### config.mk
export PLATFORM = sky130hd
export DESIGN_NAME = adc_group_readout
export DESIGN_NICKNAME = d
export VERILOG_FILES = /design/src/design/adc_readout_pkg.sv /design/src/design/edge_sync.sv /design/src/design/conversion_timer.sv /design/src/design/adc_group_readout.sv
export VERILOG_INCLUDE_DIRS = /design/src /design/src/design
export SDC_FILE = /design/constraint.sdc
export NUM_CORES = 1
export LEC_CHECK = 0
export ABC_AREA = 1
export BUFFER_PORTS_ARGS = -buffer_cell sky130_fd_sc_hd__buf_4
export CORE_MARGIN = 2
export CORE_UTILIZATION = 45
export DETAILED_ROUTE_END_ITERATION = 8
export PLACE_DENSITY = 0.68
export SYNTH_ARGS = -nofsm -noshare
export SYNTH_HDL_FRONTEND = slang
export SYNTH_SLANG_ARGS = --single-unit
### constraint.sdc
create_clock -name ref_clk -period 1.7 [get_ports ref_clk]
set_input_delay 0.085 -clock ref_clk [delete_from_list [all_inputs] [get_ports ref_clk]]
set_output_delay 0.085 -clock ref_clk [all_outputs]
set_load 0.05 [all_outputs]
### src/design/adc_readout_params.svh
// Constants for the group-sampling parallel readout block
`ifndef ADC_READOUT_PARAMS_SVH
`define ADC_READOUT_PARAMS_SVH
`define RESULT_BITS 18
`define CHANNEL_COUNT 8
`define CONV_TIME_NS 2000
`define REF_CLK_PERIOD_NS 8
`define WORD_XFERS 2
`define BYTE_XFERS 3
`define WORD_FIRST_FLAG_XFERS 2
`define BYTE_FIRST_FLAG_XFERS 3
`define MODE_WORD 2'b00
`define MODE_BYTE 2'b01
`define MODE_SERIAL 2'b10
`endif

### src/design/adc_readout_pkg.sv
// Types shared by the group-sampling readout block
`default_nettype none
`include "adc_readout_params.svh"
package adc_readout_pkg;
  typedef enum logic [1:0] {
    IDLE_ST = 2'b00,
    ARMED_ST = 2'b01,
    CONVERT_ST = 2'b10
  } conv_state_e;
  typedef struct packed {
    logic cs_n;
    logic rd_n;
  } strobe_s;
  typedef struct packed {
    logic [15:0] data;
    logic [15:0] data_oe_n;
    logic flag;
    logic flag_oe_n;
  } bus_out_s;
endpackage
`default_nettype wire

### src/design/edge_sync.sv
// Two-flop synchroniser with rising and falling edge pulses
`timescale 1ns/1ps
`default_nettype none
module edge_sync #(
  parameter logic RESET_LEVEL = 1'b0
) (
  // Clock and reset
  input wire logic ref_clk,
  input wire logic reset_n,
  // Pin and results
  input wire logic pin,
  output logic level,
  output logic rise,
  output logic fall
);
  logic meta_q;
  logic sync_q;
  logic last_q;
  // Only sync_q and later look at the synchronised level
  always_ff @(posedge ref_clk or negedge reset_n) begin
    if (!reset_n) begin
      meta_q <= RESET_LEVEL;
      sync_q <= RESET_LEVEL;
      last_q <= RESET_LEVEL;
    end else begin
      meta_q <= pin;
      sync_q <= meta_q;
      last_q <= sync_q;
    end
  end
  // Edge detection on the settled level
  assign level = sync_q;
  assign rise = sync_q & ~last_q;
  assign fall = ~sync_q & last_q;
endmodule
`default_nettype wire

### src/design/conversion_timer.sv
// Fixed conversion timer raising busy for the conversion time
`timescale 1ns/1ps
`default_nettype none
`include "adc_readout_params.svh"
module conversion_timer #(
  parameter int CONV_CYCLES = `CONV_TIME_NS / `REF_CLK_PERIOD_NS
) (
  // Clock and reset
  input wire logic ref_clk,
  input wire logic reset_n,
  // Control
  input wire logic start,
  output logic busy,
  output logic done
);
  localparam int CW = $clog2(CONV_CYCLES + 1);
  logic [CW-1:0] count_q;
  initial begin
    if (CONV_CYCLES < 1) $error("CONV_CYCLES must be at least one");
  end
  // Down counter; done pulses as busy drops
  always_ff @(posedge ref_clk or negedge reset_n) begin
    if (!reset_n) begin
      count_q <= '0;
    end else if (start && count_q == '0) begin
      count_q <= CW'(CONV_CYCLES);
    end else if (count_q != '0) begin
      count_q <= count_q - 1'b1;
    end
  end
  assign busy = (count_q != '0);
  assign done = (count_q == CW'(1));
endmodule
`default_nettype wire

### src/design/adc_group_readout.sv
// Group sampling control and parallel word/byte result readout
`timescale 1ns/1ps
`default_nettype none
`include "adc_readout_params.svh"
module adc_group_readout
  import adc_readout_pkg::*;
#(
  parameter int CHANNELS = `CHANNEL_COUNT,
  parameter int RES_BITS = `RESULT_BITS,
  parameter int CONV_TIME_NS = `CONV_TIME_NS
) (
  // Clock and reset
  input wire logic ref_clk,
  input wire logic reset_n,
  // Sample starts (pins)
  input wire logic group_a_sample_start,
  input wire logic group_b_sample_start,
  // Converter core results, one word per channel
  input wire logic [CHANNELS*RES_BITS-1:0] core_results,
  // Interface select pins
  input wire logic interface_select,
  input wire logic byte_serial_select,
  input wire logic byte_order_select,
  // Host strobes (pins)
  input wire logic cs_n,
  input wire logic rd_n,
  // Status
  output logic busy,
  output logic serial_mode,
  // Output bus and first-channel flag, low enable drives
  output logic [15:0] output_bus_o,
  output logic [15:0] output_bus_oe_n,
  output logic first_channel_flag_o,
  output logic first_channel_flag_oe_n
);
  localparam int CONV_CYCLES = (CONV_TIME_NS + `REF_CLK_PERIOD_NS - 1) / `REF_CLK_PERIOD_NS;
  localparam int CHW = $clog2(CHANNELS);

  initial begin
    if (CHANNELS != `CHANNEL_COUNT) $error("CHANNELS must be eight");
    if (RES_BITS != `RESULT_BITS) $error("RES_BITS must be eighteen");
    if (CONV_CYCLES < 1) $error("conversion time too short");
  end

  // Synchronised pins
  logic a_rise, b_rise;
  logic cs_level, cs_fall, cs_rise;
  logic rd_level, rd_fall, rd_rise;
  strobe_s strobe;

  edge_sync #(.RESET_LEVEL(1'b0)) sync_a (.ref_clk(ref_clk), .reset_n(reset_n),
    .pin(group_a_sample_start), .level(), .rise(a_rise), .fall());
  edge_sync #(.RESET_LEVEL(1'b0)) sync_b (.ref_clk(ref_clk), .reset_n(reset_n),
    .pin(group_b_sample_start), .level(), .rise(b_rise), .fall());
  edge_sync #(.RESET_LEVEL(1'b1)) sync_cs (.ref_clk(ref_clk), .reset_n(reset_n),
    .pin(cs_n), .level(cs_level), .rise(cs_rise), .fall(cs_fall));
  edge_sync #(.RESET_LEVEL(1'b1)) sync_rd (.ref_clk(ref_clk), .reset_n(reset_n),
    .pin(rd_n), .level(rd_level), .rise(rd_rise), .fall(rd_fall));

  assign strobe.cs_n = cs_level;
  assign strobe.rd_n = rd_level;

  // Mode decode
  // mode select decode
  function automatic logic [1:0] decode_mode(input logic par_sel, input logic bs_sel);
    if (!par_sel) begin
      decode_mode = `MODE_WORD;
    end else if (bs_sel) begin
      decode_mode = `MODE_BYTE;
    end else begin
      decode_mode = `MODE_SERIAL;
    end
  endfunction
  wire [1:0] mode = decode_mode(interface_select, byte_serial_select);
  wire word_mode = (mode == `MODE_WORD);
  wire byte_mode = (mode == `MODE_BYTE);
  assign serial_mode = (mode == `MODE_SERIAL);

  // Sampling state
  conv_state_e state_q, state_d;
  logic a_held_q, b_held_q;
  logic conv_start, conv_done;

  // group A hold, waits for B
  // group B hold
  // Hold flags: an edge in the start cycle still counts (set wins)
  always_ff @(posedge ref_clk or negedge reset_n) begin
    if (!reset_n) begin
      a_held_q <= 1'b0;
      b_held_q <= 1'b0;
    end else begin
      a_held_q <= (a_held_q & ~conv_start) | (a_rise & (state_q != CONVERT_ST));
      b_held_q <= (b_held_q & ~conv_start) | (b_rise & (state_q != CONVERT_ST));
    end
  end

  wire both_held = a_held_q & b_held_q;
  assign conv_start = both_held & (state_q != CONVERT_ST);
  always_comb begin
    state_d = state_q;
    unique case (state_q)
      IDLE_ST: begin
        // Both edges seen together go straight to converting
        if (both_held) state_d = CONVERT_ST;
        else if (a_held_q | b_held_q) state_d = ARMED_ST;
      end
      ARMED_ST: begin
        if (both_held) state_d = CONVERT_ST;
      end
      CONVERT_ST: begin
        if (conv_done) state_d = IDLE_ST;
      end
      default: state_d = IDLE_ST;
    endcase
  end
  always_ff @(posedge ref_clk or negedge reset_n) begin
    if (!reset_n) begin
      state_q <= IDLE_ST;
    end else begin
      state_q <= state_d;
    end
  end

  conversion_timer #(.CONV_CYCLES(CONV_CYCLES)) timer (.ref_clk(ref_clk), .reset_n(reset_n),
    .start(conv_start), .busy(busy), .done(conv_done));

  // load output registers at busy fall
  // reads see old values until then
  logic [RES_BITS-1:0] result_q [CHANNELS];
  always_ff @(posedge ref_clk or negedge reset_n) begin
    if (!reset_n) begin
      for (int i = 0; i < CHANNELS; i++) result_q[i] <= '0;
    end else if (conv_done) begin
      for (int i = 0; i < CHANNELS; i++) result_q[i] <= core_results[i*RES_BITS +: RES_BITS];
    end
  end

  // Readout pointers
  logic [CHW-1:0] chan_q;
  logic [1:0] xfer_q;
  logic [4:0] fall_count_q;
  logic active_q;
  wire [1:0] last_xfer = byte_mode ? 2'(`BYTE_XFERS - 1) : 2'(`WORD_XFERS - 1);

  // three byte transfers per channel
  // Rewind on fresh results, or when chip select moves without read (separate
  // strobes). Tied strobes move both at once, so the pointer runs on from pulse
  // to pulse; the cost is that a tied-strobe host cannot restart mid-sequence.
  wire frame_reset = conv_done | (cs_fall & ~rd_fall) | (cs_rise & ~rd_rise);
  // Pointer advances after each read rise, so the next fall shows the next item
  always_ff @(posedge ref_clk or negedge reset_n) begin
    if (!reset_n) begin
      chan_q <= '0;
      xfer_q <= '0;
      fall_count_q <= '0;
    end else if (frame_reset) begin
      chan_q <= '0;
      xfer_q <= '0;
      fall_count_q <= '0;
    end else if (rd_rise && !serial_mode) begin
      if (xfer_q == last_xfer) begin
        xfer_q <= '0;
        chan_q <= chan_q + 1'b1;
      end else begin
        xfer_q <= xfer_q + 1'b1;
      end
    end else if (rd_fall && fall_count_q != 5'h1F) begin
      fall_count_q <= fall_count_q + 5'h01;
    end
  end

  // bus leaves float on combined strobe fall
  // chip select fall enables byte lanes
  // float again when frame ends
  // Tied strobes: cs and rd fall together, both open the bus
  always_ff @(posedge ref_clk or negedge reset_n) begin
    if (!reset_n) begin
      active_q <= 1'b0;
    end else if (strobe.cs_n || serial_mode) begin
      active_q <= 1'b0;
    end else if (cs_fall || rd_fall) begin
      active_q <= 1'b1;
    end
  end

  // Output word selection
  wire [RES_BITS-1:0] cur = result_q[chan_q];
  // pad to 24 bits with low zeros
  wire [23:0] padded = {cur, 6'h00};
  wire [1:0] byte_idx = byte_order_select ? xfer_q : 2'(`BYTE_XFERS - 1) - xfer_q;
  wire [7:0] byte_val = (byte_idx == 2'h0) ? padded[23:16] :
                        (byte_idx == 2'h1) ? padded[15:8] : padded[7:0];
  // upper 16 then low two on top
  wire [15:0] word_val = (xfer_q == 2'h0) ? cur[17:2] : {cur[1:0], 14'h0000};
  wire [15:0] bus_val = byte_mode ? {8'h00, byte_val} : word_val;

  // word flag clears at third fall
  // byte flag clears at fourth fall
  wire [4:0] flag_limit = byte_mode ? 5'(`BYTE_FIRST_FLAG_XFERS) : 5'(`WORD_FIRST_FLAG_XFERS);
  wire flag_val = (fall_count_q != 5'h00) && (fall_count_q <= flag_limit);

  // Registered data outputs
  bus_out_s out_q;
  always_ff @(posedge ref_clk or negedge reset_n) begin
    if (!reset_n) begin
      out_q <= '{data: 16'h0000, data_oe_n: 16'hFFFF, flag: 1'b0, flag_oe_n: 1'b1};
    end else begin
      out_q.data <= bus_val;
      out_q.data_oe_n <= !active_q ? 16'hFFFF : (byte_mode ? 16'hFF00 : 16'h0000);
      out_q.flag <= flag_val;
      out_q.flag_oe_n <= ~active_q;
    end
  end
  assign output_bus_o = out_q.data;
  assign output_bus_oe_n = out_q.data_oe_n;
  assign first_channel_flag_o = out_q.flag;
  assign first_channel_flag_oe_n = out_q.flag_oe_n;

  // Checks
  // busy length
  busy_len_a: assert property (@(posedge ref_clk) disable iff (!reset_n)
    $rose(busy) |-> busy [*8]) else $error("busy shorter than conversion");
  busy_start_a: assert property (@(posedge ref_clk) disable iff (!reset_n)
    conv_start |=> busy) else $error("busy did not rise after both starts");
  a_only_a: assert property (@(posedge ref_clk) disable iff (!reset_n)
    conv_start |-> a_held_q && b_held_q) else $error("conversion without both groups");
  load_at_fall_a: assert property (@(posedge ref_clk) disable iff (!reset_n)
    conv_done |=> result_q[0] == $past(core_results[RES_BITS-1:0])) else $error("no load");
  hold_busy_a: assert property (@(posedge ref_clk) disable iff (!reset_n)
    busy && !conv_done |=> $stable(result_q[0])) else $error("results changed mid conversion");
  float_idle_a: assert property (@(posedge ref_clk) disable iff (!reset_n)
    strobe.cs_n |-> ##2 output_bus_oe_n == 16'hFFFF && first_channel_flag_oe_n)
    else $error("bus driven outside frame");
  byte_lanes_a: assert property (@(posedge ref_clk) disable iff (!reset_n)
    byte_mode && $stable(byte_mode) |=> output_bus_oe_n[15:8] == 8'hFF)
    else $error("upper lanes driven in byte mode");
  frame_restart_a: assert property (@(posedge ref_clk) disable iff (!reset_n)
    cs_fall && !rd_fall |=> chan_q == '0 && xfer_q == '0) else $error("pointer not reset");
  word_low_a: assert property (@(posedge ref_clk) disable iff (!reset_n)
    word_mode && xfer_q == 2'h1 |-> bus_val[13:0] == 14'h0000) else $error("low bits not zero");
  flag_drop_a: assert property (@(posedge ref_clk) disable iff (!reset_n)
    word_mode && fall_count_q >= 5'h03 |-> !flag_val) else $error("flag stayed high");
  // Readout side: flags, pointers and float; also busy against the conversion state
  // byte flag low from fourth fall
  byte_flag_a: assert property (@(posedge ref_clk) disable iff (!reset_n)
    byte_mode && fall_count_q >= 5'h04 |-> !flag_val)
    else $error("byte flag stayed high");
  busy_state_a: assert property (@(posedge ref_clk) disable iff (!reset_n)
    busy |-> state_q == CONVERT_ST) else $error("busy outside conversion state");
  seq_reset_a: assert property (@(posedge ref_clk) disable iff (!reset_n)
    conv_done |=> chan_q == '0 && xfer_q == '0 && fall_count_q == '0)
    else $error("pointers not rewound after conversion");
  chan_step_a: assert property (@(posedge ref_clk) disable iff (!reset_n)
    rd_rise && !frame_reset && !serial_mode && xfer_q == last_xfer
    |=> chan_q == $past(chan_q) + 1'b1) else $error("channel did not advance");
  serial_float_a: assert property (@(posedge ref_clk) disable iff (!reset_n)
    serial_mode |-> ##2 output_bus_oe_n == 16'hFFFF) else $error("bus driven in serial mode");

  word_read_c: cover property (@(posedge ref_clk) word_mode && rd_fall && active_q);
  byte_read_c: cover property (@(posedge ref_clk) byte_mode && rd_fall && active_q);
  split_start_c: cover property (@(posedge ref_clk) a_rise ##[1:20] b_rise);
  read_busy_c: cover property (@(posedge ref_clk) busy && rd_fall);
  tied_read_c: cover property (@(posedge ref_clk) word_mode && cs_fall && rd_fall);
endmodule
`default_nettype wire

Word-level counts from Yosys, hierarchy flattened
Cells that the tools add are included.
{"block": "classes", "n_addsub": 5, "magnitude_cmp": 2, "n_eq_ne": 13, "n_mux": 32, "n_bitwise": 30, "reduce_logical": 21}
{"operator": "$mux 16", "count": 4}
{"operator": "$bmux 18 s3", "count": 1}
{"operator": "$mux 18", "count": 2}
{"operator": "$mux 8", "count": 4}
{"operator": "$mux 2", "count": 11}
{"operator": "$mux 5", "count": 3}
{"operator": "$and 1x1->1", "count": 14}
{"operator": "$not 1->1", "count": 10}
{"operator": "$reduce_bool 2->1", "count": 5}
{"operator": "$mux 3", "count": 3}
{"operator": "$eq 8x1->1 const B", "count": 1}
{"operator": "$logic_not 8->1", "count": 1}
{"operator": "$ne 2x2->1 const B", "count": 4}
{"operator": "$reduce_bool 8->1", "count": 1}
{"operator": "$sub 8x1->8 const B", "count": 1}
{"operator": "$eq 2x1->1 const B", "count": 3}
{"operator": "$logic_not 2->1", "count": 3}
{"operator": "$pmux 2 s3", "count": 1}
{"operator": "$add 5x1->5 const B", "count": 1}
{"operator": "$le 5x2->1", "count": 1}
{"operator": "$ne 5x5->1 const B", "count": 1}
{"operator": "$or 1x1->1", "count": 5}
{"operator": "$reduce_bool 5->1", "count": 1}
{"operator": "$eq 2x2->1 const B", "count": 2}
{"operator": "other kinds (13)", "count": 20}
{"block": "totals", "register_bits": 213, "inputBits": 153, "output_inout_bits": 36, "word_cells": 135}

Logic depth before layout (Yosys ltp)
Gate-level depths: netlist of run 1.
{"block": "depth", "depth_word": 8, "ltp_mapped": 10, "mapped_depth_nobuf": 9}

By module
From an unflattened synthesis of run 1, not the netlist that was laid out.
{"block": "unflattened", "cells_unflattened": 1127, "hier_area_um2": 9223.8}
{"mod": "adc_group_readout", "n_inst": 1, "cells_per_inst": 1029, "area_per_inst_um2": 8293.0, "seq_area_each_um2": 4456.8}
{"mod": "conversion_timer", "n_inst": 1, "cells_per_inst": 70, "area_per_inst_um2": 563.0, "seq_area_each_um2": 200.2}
{"mod": "edge_sync at sync_cs ...", "n_inst": 2, "cells_per_inst": 7, "area_per_inst_um2": 93.8, "seq_area_each_um2": 78.8}
{"mod": "edge_sync at sync_a ...", "n_inst": 2, "cells_per_inst": 7, "area_per_inst_um2": 90.1, "seq_area_each_um2": 75.1}

Least setup slack after synthesis of run 1
Ideal clock, no wire load.
{"block": "synth_path", "path_kind": "register to register", "startpoint": "reg timer.count_q[0]", "endpoint": "reg timer.count_q[7]", "setup_time_ns": 0.076, "arrival_ns": 1.820, "required_time_ns": 1.624, "slack_ns": -0.196, "path_stages_with_launch": 9, "path_buffers": 0, "period_less_slack_ns": 1.896, "cell_sequence": "dfrtp_1 > inv_1 > ha_1 > inv_1 > nor3_2 > nand3_1 > nor2_1 > nor2_1 > o21ai_1"}
{"block": "synth_via", "word_cells_on_any_way": 7, "cone_classes": "add/sub (1); mux (2); reduce/logical (4)"}
{"item": "start, declared", "line_no": "conversion_timer.sv:17", "rtl": "logic [CW-1:0] count_q;"}
{"item": "start signal, assigned", "line_no": "conversion_timer.sv:26", "rtl": "count_q <= CW'(CONV_CYCLES);"}
{"item": "start signal, assigned", "line_no": "conversion_timer.sv:28", "rtl": "count_q <= count_q - 1'b1;"}
{"item": "$reduce_bool 8->1"}
{"item": "named net busy", "line_no": "adc_group_readout.sv:28", "rtl": "output logic busy,"}
{"item": "$reduce_bool 2->1 (no line)"}
The timed path passes the listed nets, and every way through them passes these cells. The select of a mux whose other input is x is not followed.
A chain may end at the register's enable or synchronous reset.

Worst setup path after layout of run 1
{"block": "layout_path", "startpoint": "reg timer.count_q[0]", "endpoint": "out busy"}
{"block": "layout_via", "elab_chain_cells": 1}
{"item": "$reduce_bool 8->1", "line_no": "conversion_timer.sv:31", "rtl": "assign busy = (count_q != '0);"}
{"item": "end, declared", "line_no": "adc_group_readout.sv:28"}
No other way between the ends.

==> results of run 1 <==
## stage by stage
step,utilization,hold WS (ps)
detailed placement,0.535,84.1
global placement,0.535,86.4
global route,0.649,59.3
finish,0.649,35.5
floorplan,-,-211
CTS,0.640,30.1
## logic make-up after synthesis
logic type	Yosys count	synth area share
flip-flops	198	0.543
AND/OR/NAND/NOR	450	0.201
buffers and inverters	190	0.108
XOR/XNOR	2	0.00192
adder cells (fa/ha/maj)	8	0.0110
AO/OA/AOI/OAI	237	0.134
## how the worst max path moves through the flow
stage,from,cells after the start,to
6_report,timer.count_q[0],6,busy
5_1_grt,timer.count_q[0],8,chan_q[0]
4_1_cts,timer.count_q[0],7,result_q[69]
3_5_place_dp,xfer_q[1],7,output_bus_o[0]
3_3_place_gp,xfer_q[1],7,output_bus_o[3]
2_1_floorplan,timer.count_q[0],8,timer.count_q[7]
## Yosys cell counts, drive strengths merged
cell    instances
nand3          75
xor2            1
ha              8
dfstp           8
clkinv          1
xnor2           1
a311oi          1
nor3            3
nor4            2
dfrtp         190
clkbuf          5
nand2         337
a32o            2
o211ai          5
o21ai         167
inv           116
o22ai           1
nor2           30
nand4           3
buf            68
a21oi          61
## cell type report
type	count	area [sq um]
inverters	117	447
fillers	1656	7060
flip-flops and latches	198	4970
clock inverters	7	71.3
clock buffers	24	482
well taps	270	338
multi-input cells	697	3220
repair buffers	386	3510
## state kept, by name (all words and copies together), names as in the netlist, 2 cells and up
signal / count
output_bus_oe_n: 2
state_q: 2
fall_count_q: 5
timer.count_q: 8
chan_q: 3
result_q: 144
xfer_q: 2
output_bus_o: 16
## tightest hold or removal path, stage by stage
cell,delay (ps)
buf_4,110
inv_1,40
nand2_1,60
inv_1,80
a311oi_1,50
## power breakdown
group	switching (mW)	total [mW]	internal [mW]	leakage (nW)
combinational	5.62	9.03	3.41	3.84
sequential	0.912	7.67	6.76	2.22
clock	1.74	3.87	2.13	0.274
total	8.26	20.6	12.3	6.34
## routing by layer
metal / track usage / vias to the layer above / part of all wire
met5: 0 / - / 0
met3: 0.0438 / 53 / 0.050
li1: - / 4112 / -
met4: 0.0971 / 0 / 0.030
met1: 0.316 / 3912 / 0.42
met2: 0.421 / 257 / 0.49
## repair_timing
item | CTS | global route
hold buffers | 150 | 0
resized for setup | 5 | 14
hold endpoints to repair | 197 | 0
pin swaps | 3 | 6
setup endpoints to repair | 1 | 93
setup buffers | 5 | 12
cloned | 0 | 1
==> results.toml, run 1 <==
[outcome]
status = "complete, no violations"

[timing]
skew_ps = 10.5
setup_violations = 0
fmax_ghz = 0.608
finalHoldViolations = 0
worstMarginPinSlew_ps = 480
fin_setup_tns_ps = 0
rsz0062_at_grt = "yes"
slew_viol_final = 0
setup_slack_ps = 54.0
period_needed_ps = 1650
fin_crit_sh = 0.968
relSlewSlack = 0.676

[setup_path]
worst_r2r_endpoint = "result_q[113]"
reg2reg_depth = 7
crit_top_cell = "inv_2"
cp-start-kind = "flip-flop"
r2r_slack_ps = 80
end_kind = "output pin"
cp_max_fo = 4
cp.arrival_ps = 1560
crit_chain = "inv_2, ha_4, inv_2, nor3_4, nand3_2, buf_8"
slowest_delay_ps = 390
cp_data_required_time_ps = 1620
worst-setup-path-type = "reg -> out"
crit_buf_inv = 3
r2r_start = "timer.count_q[3]"
crit_family = "flip-flops"
critPathSlowestCell = "dfrtp_1"

[floorplanning]
die_h_um = 146
io_pins = 189
die-area_sq_um = 21500
start_util = 0.454
rows = 52
coreArea_sq_um = 20100
die_w_um = 146

[layout]
drive_gt1_frac = 0.206
final_cell_mix = "nand2_1 (334), buf_4 (217), dfrtp_1 (188)"
final_nets = 1578
finalNonFillerCells = 1699
n_antenna_cell = 0
syn2layout_area_growth_pct = 42.7
finalInstanceArea_sq_um = 13000
final_common_cell = "nand2_1"

[yosys]
ys_top_cells_by_area = "dfrtp_1 (52%), nand2_1 (14%), o21ai_0 (7.9%)"
netlist_area_sq_um = 9140
synth_cells = 1085
synthesis.nets = 1246
ys_seq_area_frac = 0.543
postSynthAreaPerCell_sq_um = 8.42
synth_cell_types = 34
yosysTopAreaCell = "dfrtp_1"
ys_ff_latch = 198
yosysWarnings = 0
netlist.area_leader.share = 0.520

[grt]
antenna_found_initial = 0
gr-total-overflow = 0
grt_max_degree = 80
grt_pass1_vias = 8191
grtUsageTotal = 0.247
grt_pass1_wl_um = 41600

[placed_design]
dp.cells = 1500
numPortBuffers = 188
post-place-ws_ps = 35.6
place_hpwl_um = 16600
dpl-instance-area_sq_um = 10800
routabilityCongestion = 0.888

[detailed_routing]
drcViolationCount = 0
ant_nets = 0
num_vias = 8334
drt-total-wl_um = 26200
drtIter0Drc = 612
viasPerCell = 4.91
dr.pass1.iters = 7
avgRoutedWirePerCell_um = 15.4

[power]
leakagePower_nw = 6.34
totalPowerFinal_mw = 20.6
pwr_density_cell_nw_per_um2 = 1580
max-vdd-ir-drop_uv = 851

[min_path]
hp-class = "in -> reg"
worstHoldEndpoint = "active_q"
worstHoldStart = "byte_serial_select"
hold_depth = 5

[cts]
cts.reportedPaths.clkPinSlew_ps = 70
cts_max_level = 4
cts_root_buf = "clkbuf_16"
clock_path_buffers = 2
cts.sinks = 198
cts_buffers = 17
insertion_delay_ps = 440
cts_tree = "yes"

[job]
cap_viol_max_count = 0
No activity file was read; power rests on OpenSTA's default activity.
==> inputs of run 2 (changes only) <==
SYNTH_HIERARCHICAL = 1   (was default)
clock period = 1.57 ns   (was 1.7 ns; I/O delays follow)
==> run 2 against run 1 <==
The flow now finishes with violations (negative setup slack); global-route usage grew 0.64 points; clock skew grew 4.9 ps; synthesized area grew 0.81%; final area grew 5.0%; power grew 7.5%; critical path type is now reg -> reg; largest power group unchanged; sequential power grew 8.2%; via count grew 7.0%; sequential share of layout area shrank 1.8 points; clock power grew 14%; hold slack gained 22 ps; register-to-register slack lost 120 ps; critical path depth grew 5.
==> results.toml, run 2 <==
[layout]
final_cell_mix = "nand2_1 (350), buf_4 (227), dfrtp_1 (188)"
top_register = "result_q"
drive_gt1_frac = 0.243
final_common_cell = "nand2_1"
largest_reg_flops = 144
fillers = 1600
final_nets = 1640
finalInstanceArea_sq_um = 13700
syn2layout_area_growth_pct = 48.6

[detailed_routing]
drt-total-wl_um = 28500
drtIter0Drc = 726
viasPerCell = 5.06
ant_nets = 0
dr.pass1.iters = 5
num_vias = 8918
drcViolationCount = 0
avgRoutedWirePerCell_um = 16.2

[outcome]
violations = "negative setup slack"
status = "complete, but fails checks"

[cts]
cts_buffers = 17
cts_tree = "yes"
cts.reportedPaths.clkPinSlew_ps = 70
insertion_delay_ps = 440
cts.sinks = 198
cts_root_buf = "clkbuf_16"
cts_max_level = 4
clock_path_buffers = 2

[grt]
grt_use_met2 = 0.437
grt_pass1_vias = 8882
grt_use_met3 = 0.0404
gr-total-overflow = 0
gr-usage-met1 = 0.322
grt-busiest-layer = "met2"
grt_pass1_wl_um = 43500
antenna_found_initial = 1
grtUsageTotal = 0.254
grt_max_degree = 63

[power]
switchingPower_mw = 8.91
leakagePower_nw = 6.65
combPwrFrac = 0.425
pwr_density_cell_nw_per_um2 = 1620
p_clk_frac = 0.199
power.share.switching = 0.403
pwr-share-seq = 0.376
p_int_mw = 13.2
max-vdd-ir-drop_uv = 1460

[placed_design]
routabilityCongestion = 0.853
post-place-ws_ps = -97.1
dpl-instance-area_sq_um = 11000
place_hpwl_um = 17500
numPortBuffers = 188

[min_path]
worstHoldStart = "byte_serial_select"
worstHoldEndpoint = "output_bus_oe_n[14]"
hp-class = "in -> reg"
hold_depth = 3

[timing]
fin_crit_sh = 1.02
skew_ps = 15.5
relSlewSlack = 0.730
fmax_ghz = 0.622
setup_slack_ps = -38.5
period_needed_ps = 1610
worstMarginPinSlew_ps = 401
setup_violations = 7
slew_viol_final = 0
finalHoldViolations = 0
rsz0062_at_grt = "yes"

[setup_path]
worst_r2r_endpoint = "xfer_q[0]"
r2r_slack_ps = -40
r2r_start = "timer/count_q[0]"
cp_max_fo = 9
cp-start-kind = "flip-flop"
reg2reg_depth = 11
worstSetupStartpoint = "timer/count_q[0]"
end_kind = "flip-flop"
worst-setup-path-type = "reg -> reg"
cp_data_required_time_ps = 1930
cp.arrival_ps = 1970

[floorplanning]
rows = 52
die_h_um = 147
start_util = 0.457
die_w_um = 147
die-area_sq_um = 21600
coreArea_sq_um = 20200
io_pins = 189

[yosys]
synthesis.nets = 1285
netlist_area_sq_um = 9210
postSynthAreaPerCell_sq_um = 8.20
synth_cells = 1123
yosysWarnings = 6

[job]
cap_viol_max_count = 0
==> run 2: changes by cell type in the layout (fill, tap and decap cells not counted), sizes merged, moves of 10 or more <==
cell	delta
a21oi	-23
o211ai	+15
inv	+24
nor2	+10
nand3	+14
buf	+15
nand2	+28
o21ai	-21
==> run 2: through the flow <==
step / util / setup TNS [ps] / hold WS [ps] / cells / total power [mW]
3_3_place_gp: 0.547 / 0 / 47.5 / 1554 / 16.4
4_1_cts: 0.658 / -218 / 12.2 / 1745 / 21.5
5_1_grt: 0.679 / -4040 / 55.6 / 1761 / 23.6
6_report: 0.679 / -122 / 57.5 / 1761 / 22.1
2_1_floorplan: - / 0 / -217 / 1123 / 13.9
3_5_place_dp: 0.547 / -532 / 54.0 / 1554 / 16.6
==> run 2: worst max path at each step <==
stage	end	slack, ps	cells after the start
2_1_floorplan	xfer_q[0]	10	12
3_3_place_gp	xfer_q[0]	3	11
3_5_place_dp	fall_count_q[3]	-100	10
4_1_cts	chan_q[1]	-40	12
5_1_grt	result_q[118]	-100	9
6_report	xfer_q[0]	-40	11
==> run 2: power by group through the flow <==
stage | clock, mW | combinational, mW | sequential (mW)
2_1_floorplan | 0 | 5.14 | 8.76
3_3_place_gp | 0 | 8.13 | 8.23
3_5_place_dp | 0 | 8.34 | 8.30
4_1_cts | 4.45 | 8.81 | 8.23
5_1_grt | 4.66 | 10.4 | 8.51
6_report | 4.40 | 9.41 | 8.30
==> run 2: what timing repair did <==
item	4_1_cts	5_1_grt
pin swaps	6	15
gates resized for setup	9	66
setup buffers	9	9
hold endpoints to repair	315	0
hold buffers	150	0
endpoints found under the setup margin	20	92
gates cloned	1	6
==> run 2: layout make-up <==
cell class / instances / area [sq um] / area share
well taps: 270 / 338 / 0.0247
repair buffers: 407 / 3780 / 0.276
clock inverters: 14 / 164 / 0.0120
diodes: 1 / 2.50 / 0.000183
clock buffers: 17 / 425 / 0.0311
inverters: 137 / 527 / 0.0385
flip-flops and latches: 198 / 4970 / 0.363
multi-input cells: 717 / 3480 / 0.254
==> run 2: worst max-delay path, cell delays in order, from the launching register on <==
cell,delay [ps]
dfrtp_1,400
ha_2,190
nand2_2,80
nor2_4,50
buf_12,130
a21oi_4,130
o21ai_4,90
nor2_2,130
inv_2,70
nand2_4,100
o21ai_1,70
nor2_1,90
==> run 2: layer usage <==
layer	vias to the layer above	share of wire
met5	-	0
met3	60	0.049
met1	4281	0.41
li1	4250	-
met2	327	0.51
met4	0	0.028
==> inputs of run 3 (changes only) <==
clock period = 1.85 ns   (was 1.57 ns; I/O delays follow)
==> run 3 against run 2 <==
Critical endpoint is now output_bus_o[3]; maximum frequency fell by 7.9%; worst setup slack better by 140 ps; sequential cell count unchanged; first-iteration DRC count decreased by 18%; clock skew fell by 2.3 ps; highest routed layer unchanged; the flow now finishes without violations.
==> results.toml, run 3 (synthesized netlist as in run 2, its figures left out) <==
[outcome]
status = "complete, no violations"

[detailed_routing]
drcViolationCount = 0
wl_met2_um = 12900
drt-total-wl_um = 25900
dr.pass1.iters = 5
num_vias = 8465
met3WireLength_um = 1580
wirelength_met1_um = 10800
avgRoutedWirePerCell_um = 15.1
top_layer = "met4"
drtIter0Drc = 595
ant_nets = 0
viasPerCell = 4.92

[cts]
cts.reportedPaths.clkPinSlew_ps = 70
cts_buffers = 17
cts.sinks = 198
clock_path_buffers = 2
insertion_delay_ps = 440
cts_root_buf = "clkbuf_16"
cts_tree = "yes"
cts_max_level = 4

[placed_design]
place_hpwl_um = 16900
dpl-instance-area_sq_um = 10900
numPortBuffers = 188
routabilityCongestion = 0.859

[setup_path]
worst-setup-path-type = "reg -> reg"
critPathSlowestCell = "dfrtp_1"
r2r_start = "xfer_q[1]"
worstSetupStartpoint = "xfer_q[1]"
cp-start-kind = "flip-flop"
reg2reg_depth = 9
crit_family = "simple AND/OR/NAND/NOR gates"
cp_max_fo = 6
slowest_delay_ps = 400
crit_buf_inv = 1
end_kind = "flip-flop"
cp.arrival_ps = 2100
crit_end = "output_bus_o[3]"
worst_r2r_endpoint = "output_bus_o[3]"
crit_top_cell = "nor2_2"
r2r_slack_ps = 100
cp_data_required_time_ps = 2210
cp.depth = 9
crit_chain = "inv_1, ha_1, nor2_2, nor2_2, nor2_2, nor2_1, nor2_4, nand3_1, o21ai_1"

[grt]
grt_pass1_vias = 8493
antenna_found_initial = 1
gr-total-overflow = 0
grt_pass1_wl_um = 41900
grt_max_degree = 79
grtUsageTotal = 0.245

[layout]
syn2layout_area_growth_pct = 41.0
fillers = 1660
top_register = "result_q"
drive_gt1_frac = 0.195
final_common_cell = "nand2_1"
final_nets = 1597
largest_reg_flops = 144
final_cell_mix = "nand2_1 (360), buf_4 (201), dfrtp_1 (188)"
finalInstanceArea_sq_um = 13000

[power]
p_int_mw = 10.7
pwr_density_cell_nw_per_um2 = 1380
p_clk_frac = 0.203
switchingPower_mw = 7.19
pwr-share-seq = 0.391
power.share.switching = 0.401
combPwrFrac = 0.406
max-vdd-ir-drop_uv = 1010
leakagePower_nw = 6.33

[floorplanning]
die-area_sq_um = 21600
coreArea_sq_um = 20200
die_h_um = 147
die_w_um = 147
io_pins = 189
start_util = 0.457
rows = 52

[min_path]
hp-class = "in -> reg"

[timing]
skew_ps = 13.2
finalHoldViolations = 0
fmax_ghz = 0.573
relSlewSlack = 0.580
fin_crit_sh = 0.944
period_needed_ps = 1750
slew_viol_final = 0
setup_violations = 0
fin_setup_tns_ps = 0
hold_slack_ps = 111
worstMarginPinSlew_ps = 627

[job]
cap_viol_max_count = 0
run 3: repair_timing:
item	in CTS	in global routing
resized for setup	1	4
pin swaps	0	2
hold buffers	151	0
hold endpoints to repair	202	0
setup endpoints to repair	1	10
setup buffers	0	1
run 3: worst reg2reg max path, stage by stage, from the launching register on:
cell,delay [ps]
dfrtp_1,400
inv_1,100
ha_1,330
nor2_2,130
nor2_2,80
nor2_2,130
nor2_1,80
nor2_4,210
nand3_1,120
o21ai_1,100
run 3: worst min path at each step:
stage	cells after the start	start	slack (ps)	to
after detailed placement	1	reset_n	110	result_q[41]
after global placement	1	reset_n	100	result_q[7]
after global routing	3	byte_serial_select	100	active_q
after floorplan	0	reset_n	-200	a_held_q
after CTS	3	byte_serial_select	80	active_q
final	3	byte_serial_select	110	active_q
run 3: metal layers:
layer,vias to the layer above,GRT usage
li1,4153,-
met1,3980,0.317
met2,288,0.415
met3,44,0.0488
met4,0,0.0861
met5,-,0
run 3: power by group through the flow:
stage               sequential (mW)  clock [mW]  combinational, mW
floorplan                      7.43           0               4.35
CTS                            6.98        3.70               7.25
finish                         7.00        3.63               7.28
global route                   7.19        3.87               8.17
detailed placement             7.04           0               6.95
global placement               7.00           0               6.78
run 3: cell type report:
type | count | area (sq um) | area share
clock inverter | 13 | 139 | 0.0107
antenna | 1 | 2.50 | 0.000193
multi-input combinational | 717 | 3340 | 0.257
sequential | 198 | 4970 | 0.383
tap | 270 | 338 | 0.0260
inverter | 137 | 517 | 0.0398
timing repair buffer | 364 | 3250 | 0.250
clock buffer | 19 | 433 | 0.0333
run 3: through the flow:
stage | utilization | worst slack (ps) | cells | power (mW)
floorplan | - | 138 | 1123 | 11.8
global placement | 0.539 | 177 | 1534 | 13.8
detailed placement | 0.539 | 58.0 | 1534 | 14.0
CTS | 0.643 | 83.3 | 1717 | 17.9
global route | 0.644 | -4.91 | 1719 | 19.2
finish | 0.644 | 104 | 1719 | 17.9
